File: src/logic/coupled_length_counter_defines.svh
`ifndef COUPLED_LENGTH_COUNTER_DEFINES_SVH
`define COUPLED_LENGTH_COUNTER_DEFINES_SVH

// width of one counter half
`define CLC_NIB_W 4
// reset value of each register and latch
`define CLC_NIB_RST 4'h0
// all-ones value of one half, top of the wrap
`define CLC_NIB_MAX 4'hf
// all-zeros value of one half, bottom of the wrap
`define CLC_NIB_ZERO 4'h0
// single step amount
`define CLC_NIB_ONE 4'h1
// step-by-eight toggles only the weight-eight position
`define CLC_NIB_EIGHT 4'h8
// msb position inside one half
`define CLC_NIB_MSB 3
// latched end value, split (decimal) operation
`define CLC_END_SPLIT 4'he
// latched end value, coupled (logical) operation, high then low
`define CLC_END_COUPLED 8'hfe

`endif

File: src/logic/coupled_length_counter_pkg.sv
`include "coupled_length_counter_defines.svh"

package coupled_length_counter_pkg;

  // one four-position counter value
  typedef logic [`CLC_NIB_W-1:0] nibble_t;

  // how the two halves are linked
  typedef enum logic {
    LINK_SPLIT,
    LINK_COUPLED
  } link_mode_t;

endpackage

File: src/logic/nibble_ctl_if.sv
`timescale 1ns/1ps
`default_nettype none

// control and state of one four-position counter half
interface nibble_ctl_if;
  import coupled_length_counter_pkg::*;

  // from the control side
  logic    load;       // last execution cycle: take length
  nibble_t load_val;   // length field half
  logic    rel_en;     // release gated to register and latch
  logic    count_down; // direction for the coming steps
  logic    step_eight; // toggle weight-eight only
  logic    carry_in;   // carry into the lowest position
  // from the counter
  nibble_t reg_q;      // register value
  nibble_t reg_d;      // register value after this edge
  nibble_t latch_q;    // latch, holds the next register value
  nibble_t latch_d;    // latch value after this edge

  modport ctl (
    output load, load_val, rel_en, count_down, step_eight, carry_in,
    input  reg_q, reg_d, latch_q, latch_d
  );

  modport counter (
    input  load, load_val, rel_en, count_down, step_eight, carry_in,
    output reg_q, reg_d, latch_q, latch_d
  );
endinterface

`default_nettype wire

File: src/logic/length_nibble.sv
`timescale 1ns/1ps
`default_nettype none
`include "coupled_length_counter_defines.svh"

// one four-position up/down counter: register plus leading latch
module length_nibble
  import coupled_length_counter_pkg::*;
(
  // clock and reset
  input  wire logic       clk_sys_i,
  input  wire logic       resetn_i,
  // control and state
  nibble_ctl_if.counter   ctl
);

  // incremented or decremented latch value
  nibble_t step_up;
  nibble_t step_dn;
  nibble_t stepped;
  logic    latch_open; // a load or release opens the latch

  // register takes the length, else the latch on a release, else holds
  assign ctl.reg_d = ctl.load   ? ctl.load_val :
                     ctl.rel_en ? ctl.latch_q  : ctl.reg_q; // RULE14

  // wraps modulo sixteen by plain 4-bit arithmetic
  assign step_up = ctl.reg_d + `CLC_NIB_ONE; // RULE13
  assign step_dn = ctl.reg_d - `CLC_NIB_ONE; // RULE13

  // by eight the weight-four carry fires every cycle, so only the msb flips
  assign stepped = ctl.step_eight ? (ctl.reg_d ^ `CLC_NIB_EIGHT) :
                   ctl.count_down ? step_dn : step_up;

  // a closed latch keeps its value, so a held half cannot drift
  assign latch_open  = ctl.load | ctl.rel_en; // RULE14

  // no carry-in: the latch repeats the register value
  assign ctl.latch_d = !latch_open  ? ctl.latch_q :
                       ctl.carry_in ? stepped     : ctl.reg_d; // RULE14

  // register and latch flops
  always_ff @(posedge clk_sys_i)
  begin
    if (!resetn_i)
    begin
      ctl.reg_q   <= `CLC_NIB_RST;
      ctl.latch_q <= `CLC_NIB_RST;
    end
    else
    begin
      ctl.reg_q   <= ctl.reg_d;
      ctl.latch_q <= ctl.latch_d;
    end
  end

endmodule

`default_nettype wire

File: src/logic/coupled_length_counter.sv
// Functional notes
// RULE1 - decimal: two halves count with no linkage
// RULE2 - logical: halves joined, high half on top
// RULE3 - coupled span 0-255, up/down by one or eight
// RULE4 - down by eight only block move, transmit
// RULE5 - block move: coupled down, eight if transmit
// RULE6 - high carry-in toggles lsb on each release
// RULE7 - split: high carry-in active whole instruction
// RULE8 - coupled: high carry on low 15 up/0 down
// RULE9 - high carry decoded from low register value
// RULE10 - by eight: low msb toggles every release
// RULE11 - down by eight: carry when low msb reset
// RULE12 - last cycle loads length field, both halves
// RULE13 - each half wraps modulo sixteen
// RULE14 - step only on release, else hold value
// RULE15 - end flag from latch: 1110 or 1111-1110
// RULE16 - controls stable for whole instruction execution
`timescale 1ns/1ps
`default_nettype none
`include "coupled_length_counter_defines.svh"

module coupled_length_counter
  import coupled_length_counter_pkg::*;
(
  // clock and reset
  input  wire logic                   clk_sys_i,
  input  wire logic                   resetn_i,
  // instruction start
  input  wire logic                   last_cycle_i,
  input  wire logic [2*`CLC_NIB_W-1:0] op_length_i,
  // instruction class and stepping controls
  input  wire logic                   logical_op_i,
  input  wire logic                   block_move_instruction_i,
  input  wire logic                   count_down_i,
  input  wire logic                   transmit_mode_i,
  // release gates of the two halves
  input  wire logic                   release_high_i,
  input  wire logic                   release_low_i,
  // counter registers
  output logic [`CLC_NIB_W-1:0]       high_count_o,
  output logic [`CLC_NIB_W-1:0]       low_count_o,
  // counter latches, the value ahead of the registers
  output logic [`CLC_NIB_W-1:0]       high_latch_o,
  output logic [`CLC_NIB_W-1:0]       low_latch_o,
  // end of operation, decoded from the latches
  output logic                        end_of_op_o
);

  // one carrier per half
  nibble_ctl_if high_if ();
  nibble_ctl_if low_if ();

  // controls captured for the instruction being counted
  link_mode_t link_q;      // split or coupled
  link_mode_t link_d;
  logic       down_q;      // count direction
  logic       down_d;
  logic       eight_q;     // step by eight
  logic       eight_d;
  logic       end_q;       // end-of-operation flag
  logic       end_d;

  // decode wires
  logic       coupled_d;         // coupled for the coming steps
  logic       eight_ok;          // block move started in transmit
  logic       low_top_up;        // low register at 15 while up
  logic       low_bottom_dn;     // low register at 0 while down by one
  logic       low_msb_reset;     // low msb clear while down by eight
  logic       carry_high_cpl;    // coupled carry to high lsb
  logic [2*`CLC_NIB_W-1:0] latch_pair_d; // combined latch value

  // block move is always coupled and counted down
  assign coupled_d = logical_op_i | block_move_instruction_i; // RULE2 RULE5

  // only the block move, started in transmit, ever steps by eight
  assign eight_ok  = block_move_instruction_i & transmit_mode_i; // RULE4 RULE5

  // new controls are taken with the length on the last cycle
  assign link_d  = last_cycle_i ? (coupled_d ? LINK_COUPLED : LINK_SPLIT) : link_q;
  assign down_d  = last_cycle_i ? (count_down_i | block_move_instruction_i) : down_q; // RULE5
  assign eight_d = last_cycle_i ? eight_ok : eight_q; // RULE4

  // capture of the instruction controls; holding them protects a count
  // in progress from a control line that moves before the instruction ends
  always_ff @(posedge clk_sys_i)
  begin
    if (!resetn_i)
    begin
      link_q  <= LINK_SPLIT;
      down_q  <= 1'b0;
      eight_q <= 1'b0;
    end
    else
    begin
      link_q  <= link_d;
      down_q  <= down_d;
      eight_q <= eight_d;
    end
  end

  // low half: count lines or'ed give a permanent carry-in
  assign low_if.load       = last_cycle_i; // RULE12
  assign low_if.load_val   = op_length_i[`CLC_NIB_W-1:0]; // RULE12
  assign low_if.rel_en     = release_low_i; // RULE14
  assign low_if.count_down = down_d;
  assign low_if.step_eight = eight_d & (link_d == LINK_COUPLED); // RULE10
  assign low_if.carry_in   = 1'b1;

  // the low msb gives no carry out, so the register value is decoded
  assign low_top_up    = ~down_d & (low_if.reg_d == `CLC_NIB_MAX); // RULE8 RULE9
  assign low_bottom_dn = down_d & ~eight_d & (low_if.reg_d == `CLC_NIB_ZERO); // RULE8 RULE9
  assign low_msb_reset = down_d & eight_d & ~low_if.reg_d[`CLC_NIB_MSB]; // RULE11
  assign carry_high_cpl = low_top_up | low_bottom_dn | low_msb_reset; // RULE3

  // high half: carry-in fixed when split, decoded when coupled
  assign high_if.load       = last_cycle_i; // RULE12
  assign high_if.load_val   = op_length_i[2*`CLC_NIB_W-1:`CLC_NIB_W]; // RULE2
  assign high_if.rel_en     = release_high_i; // RULE6 RULE14
  assign high_if.count_down = down_d;
  assign high_if.step_eight = 1'b0; // high half always single steps
  assign high_if.carry_in   = (link_d == LINK_SPLIT) ? 1'b1 : carry_high_cpl; // RULE1 RULE7 RULE8

  // the two counter halves
  length_nibble u_high (
    .clk_sys_i (clk_sys_i),
    .resetn_i  (resetn_i),
    .ctl       (high_if.counter)
  );

  length_nibble u_low (
    .clk_sys_i (clk_sys_i),
    .resetn_i  (resetn_i),
    .ctl       (low_if.counter)
  );

  // end decode taken from the latches, which run one step ahead
  assign latch_pair_d = {high_if.latch_d, low_if.latch_d};
  assign end_d = (link_d == LINK_COUPLED) ? (latch_pair_d == `CLC_END_COUPLED)
                                          : (low_if.latch_d == `CLC_END_SPLIT); // RULE15

  // end flag flop, so the output has no decode glitches
  always_ff @(posedge clk_sys_i)
  begin
    if (!resetn_i)
    begin
      end_q <= 1'b0;
    end
    else
    begin
      end_q <= end_d;
    end
  end

  // outputs all come from flops
  assign high_count_o = high_if.reg_q;
  assign low_count_o  = low_if.reg_q;
  assign high_latch_o = high_if.latch_q;
  assign low_latch_o  = low_if.latch_q;
  assign end_of_op_o  = end_q;
endmodule

`default_nettype wire

File: config.mk
export PLATFORM = sky130hd
export DESIGN_NAME = coupled_length_counter
export DESIGN_NICKNAME = d
export VERILOG_FILES = /design/src/logic/coupled_length_counter_pkg.sv /design/src/logic/nibble_ctl_if.sv /design/src/logic/length_nibble.sv /design/src/logic/coupled_length_counter.sv
export VERILOG_INCLUDE_DIRS = /design/src /design/src/logic
export SDC_FILE = /design/constraint.sdc
export NUM_CORES = 1
export LEC_CHECK = 0
export BUFFER_PORTS_ARGS = -buffer_cell sky130_fd_sc_hd__buf_2
export CAP_MARGIN = 20
export CORE_ASPECT_RATIO = 1.75
export CORE_UTILIZATION = 37
export DETAILED_ROUTE_END_ITERATION = 16
export PLACE_DENSITY_LB_ADDON = 0.25
export SETUP_SLACK_MARGIN = 0.05
export SLEW_MARGIN = 20
export SYNTH_ARGS = -nofsm -noshare
export SYNTH_HDL_FRONTEND = slang
export SYNTH_HIERARCHICAL = 1
export SYNTH_SLANG_ARGS = --single-unit
File: constraint.sdc
create_clock -name clk_sys_i -period 7.55 [get_ports clk_sys_i]
set_input_delay 1.51 -clock clk_sys_i [delete_from_list [all_inputs] [get_ports clk_sys_i]]
set_output_delay 1.51 -clock clk_sys_i [all_outputs]
set_load 0.02 [all_outputs]
==> summary.log, run 1 <==
[status] result of the run finished, final reports clean
[clock_network] Clock Sinks 20
[timing] fin crit share 63.33%
[logic_synthesis] warning count from the yosys run 6
[logic_synthesis] list of most frequent post-synthesis cells sky130_fd_sc_hd__dfxtp_1 (20), sky130_fd_sc_hd__nand2_1 (14), sky130_fd_sc_hd__and2_1 (12), sky130_fd_sc_hd__nor2_1 (12), sky130_fd_sc_hd__o21ai_0 (11)
[power] power spent charging and discharging nets 0.1077 mW
[floorplanning] overall die height 86.31 um
[timing] final-report setup violation count 0
[timing] Total Neg Setup Slack 0 ns
[route] WL final 3555 um
[clock_network] number of buffers created by CTS 3
[route] remaining antenna violation count 0
[logic_synthesis] gate count of the mapped netlist 174
[floorplanning] Chip Width 50.18 um
[clock_network] Setup Buffers After CTS 0
[power] Comb pwr share 37.9%
[timing] Final Hold Violating Endpoints 0
[placement] final weighted congestion in routability-driven placement 0.7907
[global_route] antenna violations before repair 0
[logic_synthesis] part of the Yosys area used for sequential elements 26.64%
[cells_and_area] Area growth, synth to finish 18.48%
[power] pwr dens 172.0 mW/mm2
[global_route] wire length of the first global-routing pass 5940 um
[setup_path] critical setup path kind primary input to flop
[clock_network] number of instances resized during post-cts repair 0
[power] Total Power 0.3063 mW
[power] leakage power 0.8190 nW
[cells_and_area] number of fillers in the final layout 408
[global_route] pin count of the biggest net entering global routing 38
[logic_synthesis] Async SR Flop Fraction 0%
[timing] RSZ-0062 raised after global routing no
[power] clock network power share 22.9%
[clock_network] H-Tree Depth 1
[logic_synthesis] register bit count reported by yosys 20
[power] sequential cell fraction of total power 39.2%
[logic_synthesis] number of enable flip-flop cells after synthesis 0
[setup_path] Worst Path Required 7.69 ns
[global_route] Global Route Usage Sum 17.85%
[timing] Least-Margin Pin Slew 0.6000 ns
[logic_synthesis] largest area contributor in the netlist sky130_fd_sc_hd__dfxtp_1
[floorplanning] placeable core region 0.003866 mm2
[placement] Detailed Place HPWL 2711 um
[setup_path] data arrival time of the critical path 4.92 ns
[cells_and_area] post-route cell area 0.001780 mm2
[logic_synthesis] fraction of synthesized cell area taken by the top area cell type 26.64%
[clock_network] Max Root-Sink Buffers 2
[clock_network] root buf cell sky130_fd_sc_hd__clkbuf_8
[route] DRC violation total after the first TritonRoute iteration 23
[route] detailed-route via count 1363
[global_route] via count of the first global-routing pass 1305
[timing] normalized max-slew margin 60.00%
[setup_path] type of element launching the critical path primary input
[setup_path] kind of end point of the critical path flop
[route] detailed-router iteration count before antenna repair 4
[logic_synthesis] post-synthesis cell area 0.001503 mm2
[setup_path] maximum net fanout on the critical path 37
[cells_and_area] total number of nets in the final design 242
[run] Max-cap violations 0
[cells_and_area] share of cells above drive strength 1 24.42%
[route] Residual DRC 0
[clock_network] TritonCTS clock tree done
[placement] placement-stage cell area 0.001739 mm2
[timing] clock period minus final worst setup slack 4.781 ns
[clock_network] Worst-Skew Late Latency 0.26 ns
[logic_synthesis] post-synthesis average cell area 8.636 um2
[power] design internal power 0.1986 mW
[route] drt wl/cell 13.42 um
[global_route] final global-route overflow total 0
[placement] number of port buffers 33
[power] net switching share of the total power 35.16%
[logic_synthesis] most frequently used cell type in the post-synthesis netlist sky130_fd_sc_hd__dfxtp_1
[clock_network] clock-pin slew of the registers on the worst-case setup and hold paths 0.07 ns
[floorplanning] Site Rows 30
[power] Max IR drop VDD 70.02 uV
[clock_network] number of buffers added to fix hold violations after cts 0
[timing] maximum achievable frequency 0.2092 GHz
[floorplanning] effective utilization at floorplan 38.87%
[logic_synthesis] number of unique standard cell types used by synthesis 41
[min_path] classification of the worst-slack hold path flop to flop
[cells_and_area] antenna cell count 0
[logic_synthesis] biggest area contributors in the synthesized netlist sky130_fd_sc_hd__dfxtp_1 (27%), sky130_fd_sc_hd__mux2i_1 (6.7%), sky130_fd_sc_hd__and2_1 (5.0%)
[logic_synthesis] most common flop cell mapped by yosys sky130_fd_sc_hd__dfxtp_1
[route] mean number of vias per cell 5.143
[floorplanning] number of primary I/O pins 34
[timing] setup clock skew after layout 0.004734 ns
[timing] final slew viol count 0
[floorplanning] Die Outline Area 0.004330 mm2
[cells_and_area] core utilization of the finished layout 46.05%
-- state kept, by name, summed over array words and instances, names as in the netlist --
| name | count |
|---|---|
| u_high/ctl.reg_q | 4 |
| u_high/ctl.latch_q | 4 |
| link_q | 1 |
| eight_q | 1 |
| end_of_op_o | 1 |
| u_low/ctl.reg_q | 4 |
| down_q | 1 |
| u_low/ctl.latch_q | 4 |
-- per-layer routing --
layer | vias up | routed length [um] | global-route usage [%]
met1 | 624 | 1506 | 19.96
met2 | 29 | 1911 | 33.45
met4 | 0 | 37 | 6.494
met5 | - | 0 | 0
li1 | 706 | - | -
met3 | 4 | 100 | 1.930
-- power groups by stage --
stage / Clock [mW] / Combinational, mW / Sequential, mW
5_1_grt: 0.0770 / 0.129 / 0.121
3_3_place_gp: 0 / 0.115 / 0.123
6_report: 0.0701 / 0.116 / 0.120
4_1_cts: 0.0722 / 0.116 / 0.120
3_5_place_dp: 0 / 0.116 / 0.123
2_1_floorplan: 0 / 0.0780 / 0.131
-- worst max-delay path: stages --
cell                        delay (ns)
sky130_fd_sc_hd__buf_2            0.47
sky130_fd_sc_hd__nor2_1           0.12
sky130_fd_sc_hd__or2_1            0.27
sky130_fd_sc_hd__inv_1            0.41
sky130_fd_sc_hd__ha_1             0.34
sky130_fd_sc_hd__a31o_2           0.27
sky130_fd_sc_hd__a221oi_4         0.38
sky130_fd_sc_hd__xnor2_1          0.12
sky130_fd_sc_hd__or4_1            0.42
sky130_fd_sc_hd__nand3_1          0.10
sky130_fd_sc_hd__nand4_1          0.10
sky130_fd_sc_hd__a2111oi_1        0.39
-- worst paths after layout --
| check | startpoint | endpoint | slack [ns] | cells after the start |
|---|---|---|---|---|
| max | last_cycle_i | end_of_op_o | 2.77 | 12 |
| min | u_low/ctl.latch_q[1] | u_low/ctl.latch_q[1] | 0.63 | 2 |
| max reg2reg | down_q | end_of_op_o | 4.28 | 11 |
| min reg2reg | u_low/ctl.latch_q[1] | u_low/ctl.latch_q[1] | 0.63 | 2 |
-- stage by stage --
| step | hold WS (ns) | setup WS (ns) | instances |
|---|---|---|---|
| after floorplan | 0.6120 | 3.380 | 185 |
| after global placement | 0.6076 | 2.564 | 262 |
| after detailed placement | 0.6150 | 2.503 | 262 |
| after CTS | 0.6337 | 2.754 | 265 |
| after global routing | 0.6694 | 2.390 | 265 |
| final | 0.6307 | 2.769 | 265 |
-- layout make-up --
type                    count  area (um2)  share of cell area [%]
well taps                  48       60.06                   3.373
repair buffers             33       165.2                   9.276
flip-flops and latches     20       400.4                   22.49
inverters                   9       33.78                   1.897
clock buffers               3       41.29                   2.319
multi-input cells         152        1080                   60.65
-- layout by cell type (no fill, tap or decap), drive strengths merged, types with 3 or more instances in the layout --
master / n
a21oi: 5
nand2: 14
mux2: 4
a221oi: 4
clkbuf: 3
nor2b: 6
o21a: 4
conb: 13
xor2: 4
xnor2: 4
dfxtp: 20
and2: 12
nor2: 14
ha: 4
mux2i: 10
inv: 9
o21ai: 11
nand4b: 4
nand3: 6
nand4: 5
nor3: 3
buf: 33
-- kinds of logic (layout without fill, tap and decap cells) --
family	Yosys count	count (layout)	synth area share (%)
buffers and inverters	13	45	4.246
and+or+nand+nor	75	75	28.39
adders and majority gates	6	6	5.995
other	2	13	0.4998
xor gates and xnor gates	8	8	4.662
AOI/OAI and AO/OA	36	36	19.40
DFF	20	20	26.64
muxes	14	14	10.16
Power figures use the tool's default switching activity.
==> run 2, diff against run 1 <==
==> constraint.sdc (replaced) <==
create_clock -name clk_sys_i -period 4.7 [get_ports clk_sys_i]
set_input_delay 0.94 -clock clk_sys_i [delete_from_list [all_inputs] [get_ports clk_sys_i]]
set_output_delay 0.94 -clock clk_sys_i [all_outputs]
set_load 0.02 [all_outputs]
==> summary.log, run 2 (synthesized netlist as in run 1, its figures left out) <==
[cells_and_area] share of cells above drive strength 1 26.46%
[global_route] GR Util met1 18.28%
[global_route] antenna violations before repair 0
[clock_network] Worst-Skew Late Latency 0.27 ns
[clock_network] TritonCTS clock tree done
[cells_and_area] total number of nets in the final design 247
[status] result of the run finished, final reports clean
[timing] Final Hold Violating Endpoints 0
[route] DRC violation total after the first TritonRoute iteration 37
[global_route] pin count of the biggest net entering global routing 23
[clock_network] Max Root-Sink Buffers 2
[setup_path] Worst Path Required 4.85 ns
[timing] final-report setup violation count 0
[setup_path] crit-path max cell delay 0.42 ns
[setup_path] worst setup slack for register-to-register paths 1.59 ns
[clock_network] number of buffers added to fix hold violations after cts 0
[timing] final slew viol count 0
[clock_network] number of buffers created by CTS 3
[timing] Least-Margin Pin Slew 0.6482 ns
[clock_network] root buf cell sky130_fd_sc_hd__clkbuf_8
[route] WL final 3798 um
[global_route] Most Crowded Layer GR met2
[setup_path] data arrival time of the critical path 3.98 ns
[global_route] via count of the first global-routing pass 1389
[clock_network] H-Tree Depth 1
[floorplanning] Chip Width 50.18 um
[clock_network] Clock Sinks 20
[timing] fin crit share 81.47%
[cells_and_area] Area growth, synth to finish 21.90%
[power] pwr dens 286.1 mW/mm2
[global_route] wire length of the first global-routing pass 6223 um
[global_route] Global Route Usage Sum 19.01%
[setup_path] kind of end point of the critical path flop
[timing] normalized max-slew margin 56.33%
[timing] maximum achievable frequency 0.2612 GHz
[route] Residual DRC 0
[setup_path] maximum net fanout on the critical path 22
[setup_path] standard cell with the maximum stage delay on the critical path sky130_fd_sc_hd__or4_1
[setup_path] buffers plus inverters on the worst setup path 3
[min_path] classification of the worst-slack hold path flop to flop
[placement] Detailed Place HPWL 3009 um
[global_route] routing usage on met3 1.579%
[setup_path] cell chain of the critical path buf_2, buf_4, nor2_1, a21oi_1, inv_1, ha_1, a31o_2, a221oi_4, xnor2_1, or4_1, nand3_1, nand4_1, a2111oi_1
[global_route] final global-route overflow total 0
[floorplanning] Site Rows 30
[placement] number of port buffers 33
[cells_and_area] most common cell after layout, fill and taps aside sky130_fd_sc_hd__buf_2
[timing] setup clock skew after layout 0.008996 ns
[clock_network] Setup Buffers After CTS 0
[route] remaining antenna violation count 0
[global_route] global-route met2 utilization 38.91%
[floorplanning] effective utilization at floorplan 38.87%
[setup_path] critical setup path kind primary input to flop
[route] detailed-router iteration count before antenna repair 4
[floorplanning] overall die height 86.31 um
[setup_path] cell family with most CP delay compound AO/OA/AOI/OAI gates
[route] detailed-route via count 1448
[clock_network] clock-pin slew of the registers on the worst-case setup and hold paths 0.07 ns
[power] Max IR drop VDD 125.7 uV
[timing] clock period minus final worst setup slack 3.829 ns
[floorplanning] number of primary I/O pins 34
[run] Max-cap violations 0
[power] leakage power 0.8504 nW
[cells_and_area] commonest cells after routing, fill and taps aside sky130_fd_sc_hd__buf_2 (33), sky130_fd_sc_hd__dfxtp_1 (20), sky130_fd_sc_hd__nand2_1 (14)
[cells_and_area] antenna cell count 0
[placement] final weighted congestion in routability-driven placement 0.8446
[clock_network] number of instances resized during post-cts repair 0
[floorplanning] Die Outline Area 0.004330 mm2
[timing] Total Neg Setup Slack 0 ns
[timing] Fin Hold WS 0.6231 ns
[route] mean number of vias per cell 5.343
[setup_path] type of element launching the critical path primary input
[route] drt wl/cell 14.01 um
[floorplanning] placeable core region 0.003866 mm2
[timing] RSZ-0062 raised after global routing no
run 2: changes by cell type in the layout (fill, tap and decap cells not counted):
cell                       change
sky130_fd_sc_hd__clkbuf_8      +1
sky130_fd_sc_hd__buf_4         +5
run 2: final timing paths:
| check | end | start | cells after the start |
|---|---|---|---|
| worst max-delay path | end_of_op_o | last_cycle_i | 13 |
| worst min-delay path | u_high/ctl.latch_q[1] | u_high/ctl.latch_q[1] | 2 |
| worst max register to register | end_of_op_o | u_low/ctl.latch_q[1] | 13 |
| worst min register to register | u_high/ctl.latch_q[1] | u_high/ctl.latch_q[1] | 2 |
run 2: cell type report:
| class | count | area [um2] |
|---|---|---|
| Inverter | 9 | 33.78 |
| Tap cell | 48 | 60.06 |
| Multi-Input combinational cell | 152 | 1080 |
| Fill cell | 404 | 2034 |
| Clock buffer | 4 | 55.05 |
| Sequential cell | 20 | 400.4 |
| Timing Repair Buffer | 38 | 202.7 |
run 2: where the power goes:
part | switching, mW | total, mW | internal [mW] | leakage [nW]
clock | 0.0597 | 0.134 | 0.0747 | 0.0288
combinational | 0.112 | 0.196 | 0.0841 | 0.656
sequential | 0.00998 | 0.194 | 0.184 | 0.165
total | 0.182 | 0.524 | 0.342 | 0.850
run 2: per-layer routing:
| metal | part of all wire, % | wire length (um) |
|---|---|---|
| met1 | 38 | 1455 |
| met2 | 57 | 2179 |
| met3 | 2.9 | 109 |
| met4 | 1.4 | 54 |
| met5 | 0 | 0 |
run 2: through the flow:
stage	std cells	total power, mW	utilization (%)	area (um2)	setup slack (ns)
floorplan	185	0.3362	-	1544	1.100
detailed placement	267	0.3935	45.95	1777	0.6059
global placement	267	0.3916	45.95	1777	0.6779
global route	271	0.5552	47.38	1832	0.5889
CTS	271	0.5288	47.38	1832	0.8536
finish	271	0.5240	47.38	1832	0.8709
run 2: worst register-to-register path, cell delays in order, from the launching register on:
cell	delay, ns
sky130_fd_sc_hd__dfxtp_1	0.32
sky130_fd_sc_hd__mux2i_1	0.22
sky130_fd_sc_hd__nor2_1	0.07
sky130_fd_sc_hd__a21oi_1	0.33
sky130_fd_sc_hd__inv_1	0.14
sky130_fd_sc_hd__nor3_1	0.26
sky130_fd_sc_hd__a311oi_1	0.09
sky130_fd_sc_hd__o311ai_2	0.26
sky130_fd_sc_hd__nor2b_1	0.26
sky130_fd_sc_hd__buf_4	0.18
sky130_fd_sc_hd__mux2i_1	0.27
sky130_fd_sc_hd__o21a_1	0.14
sky130_fd_sc_hd__nand4_1	0.08
sky130_fd_sc_hd__a2111oi_1	0.38
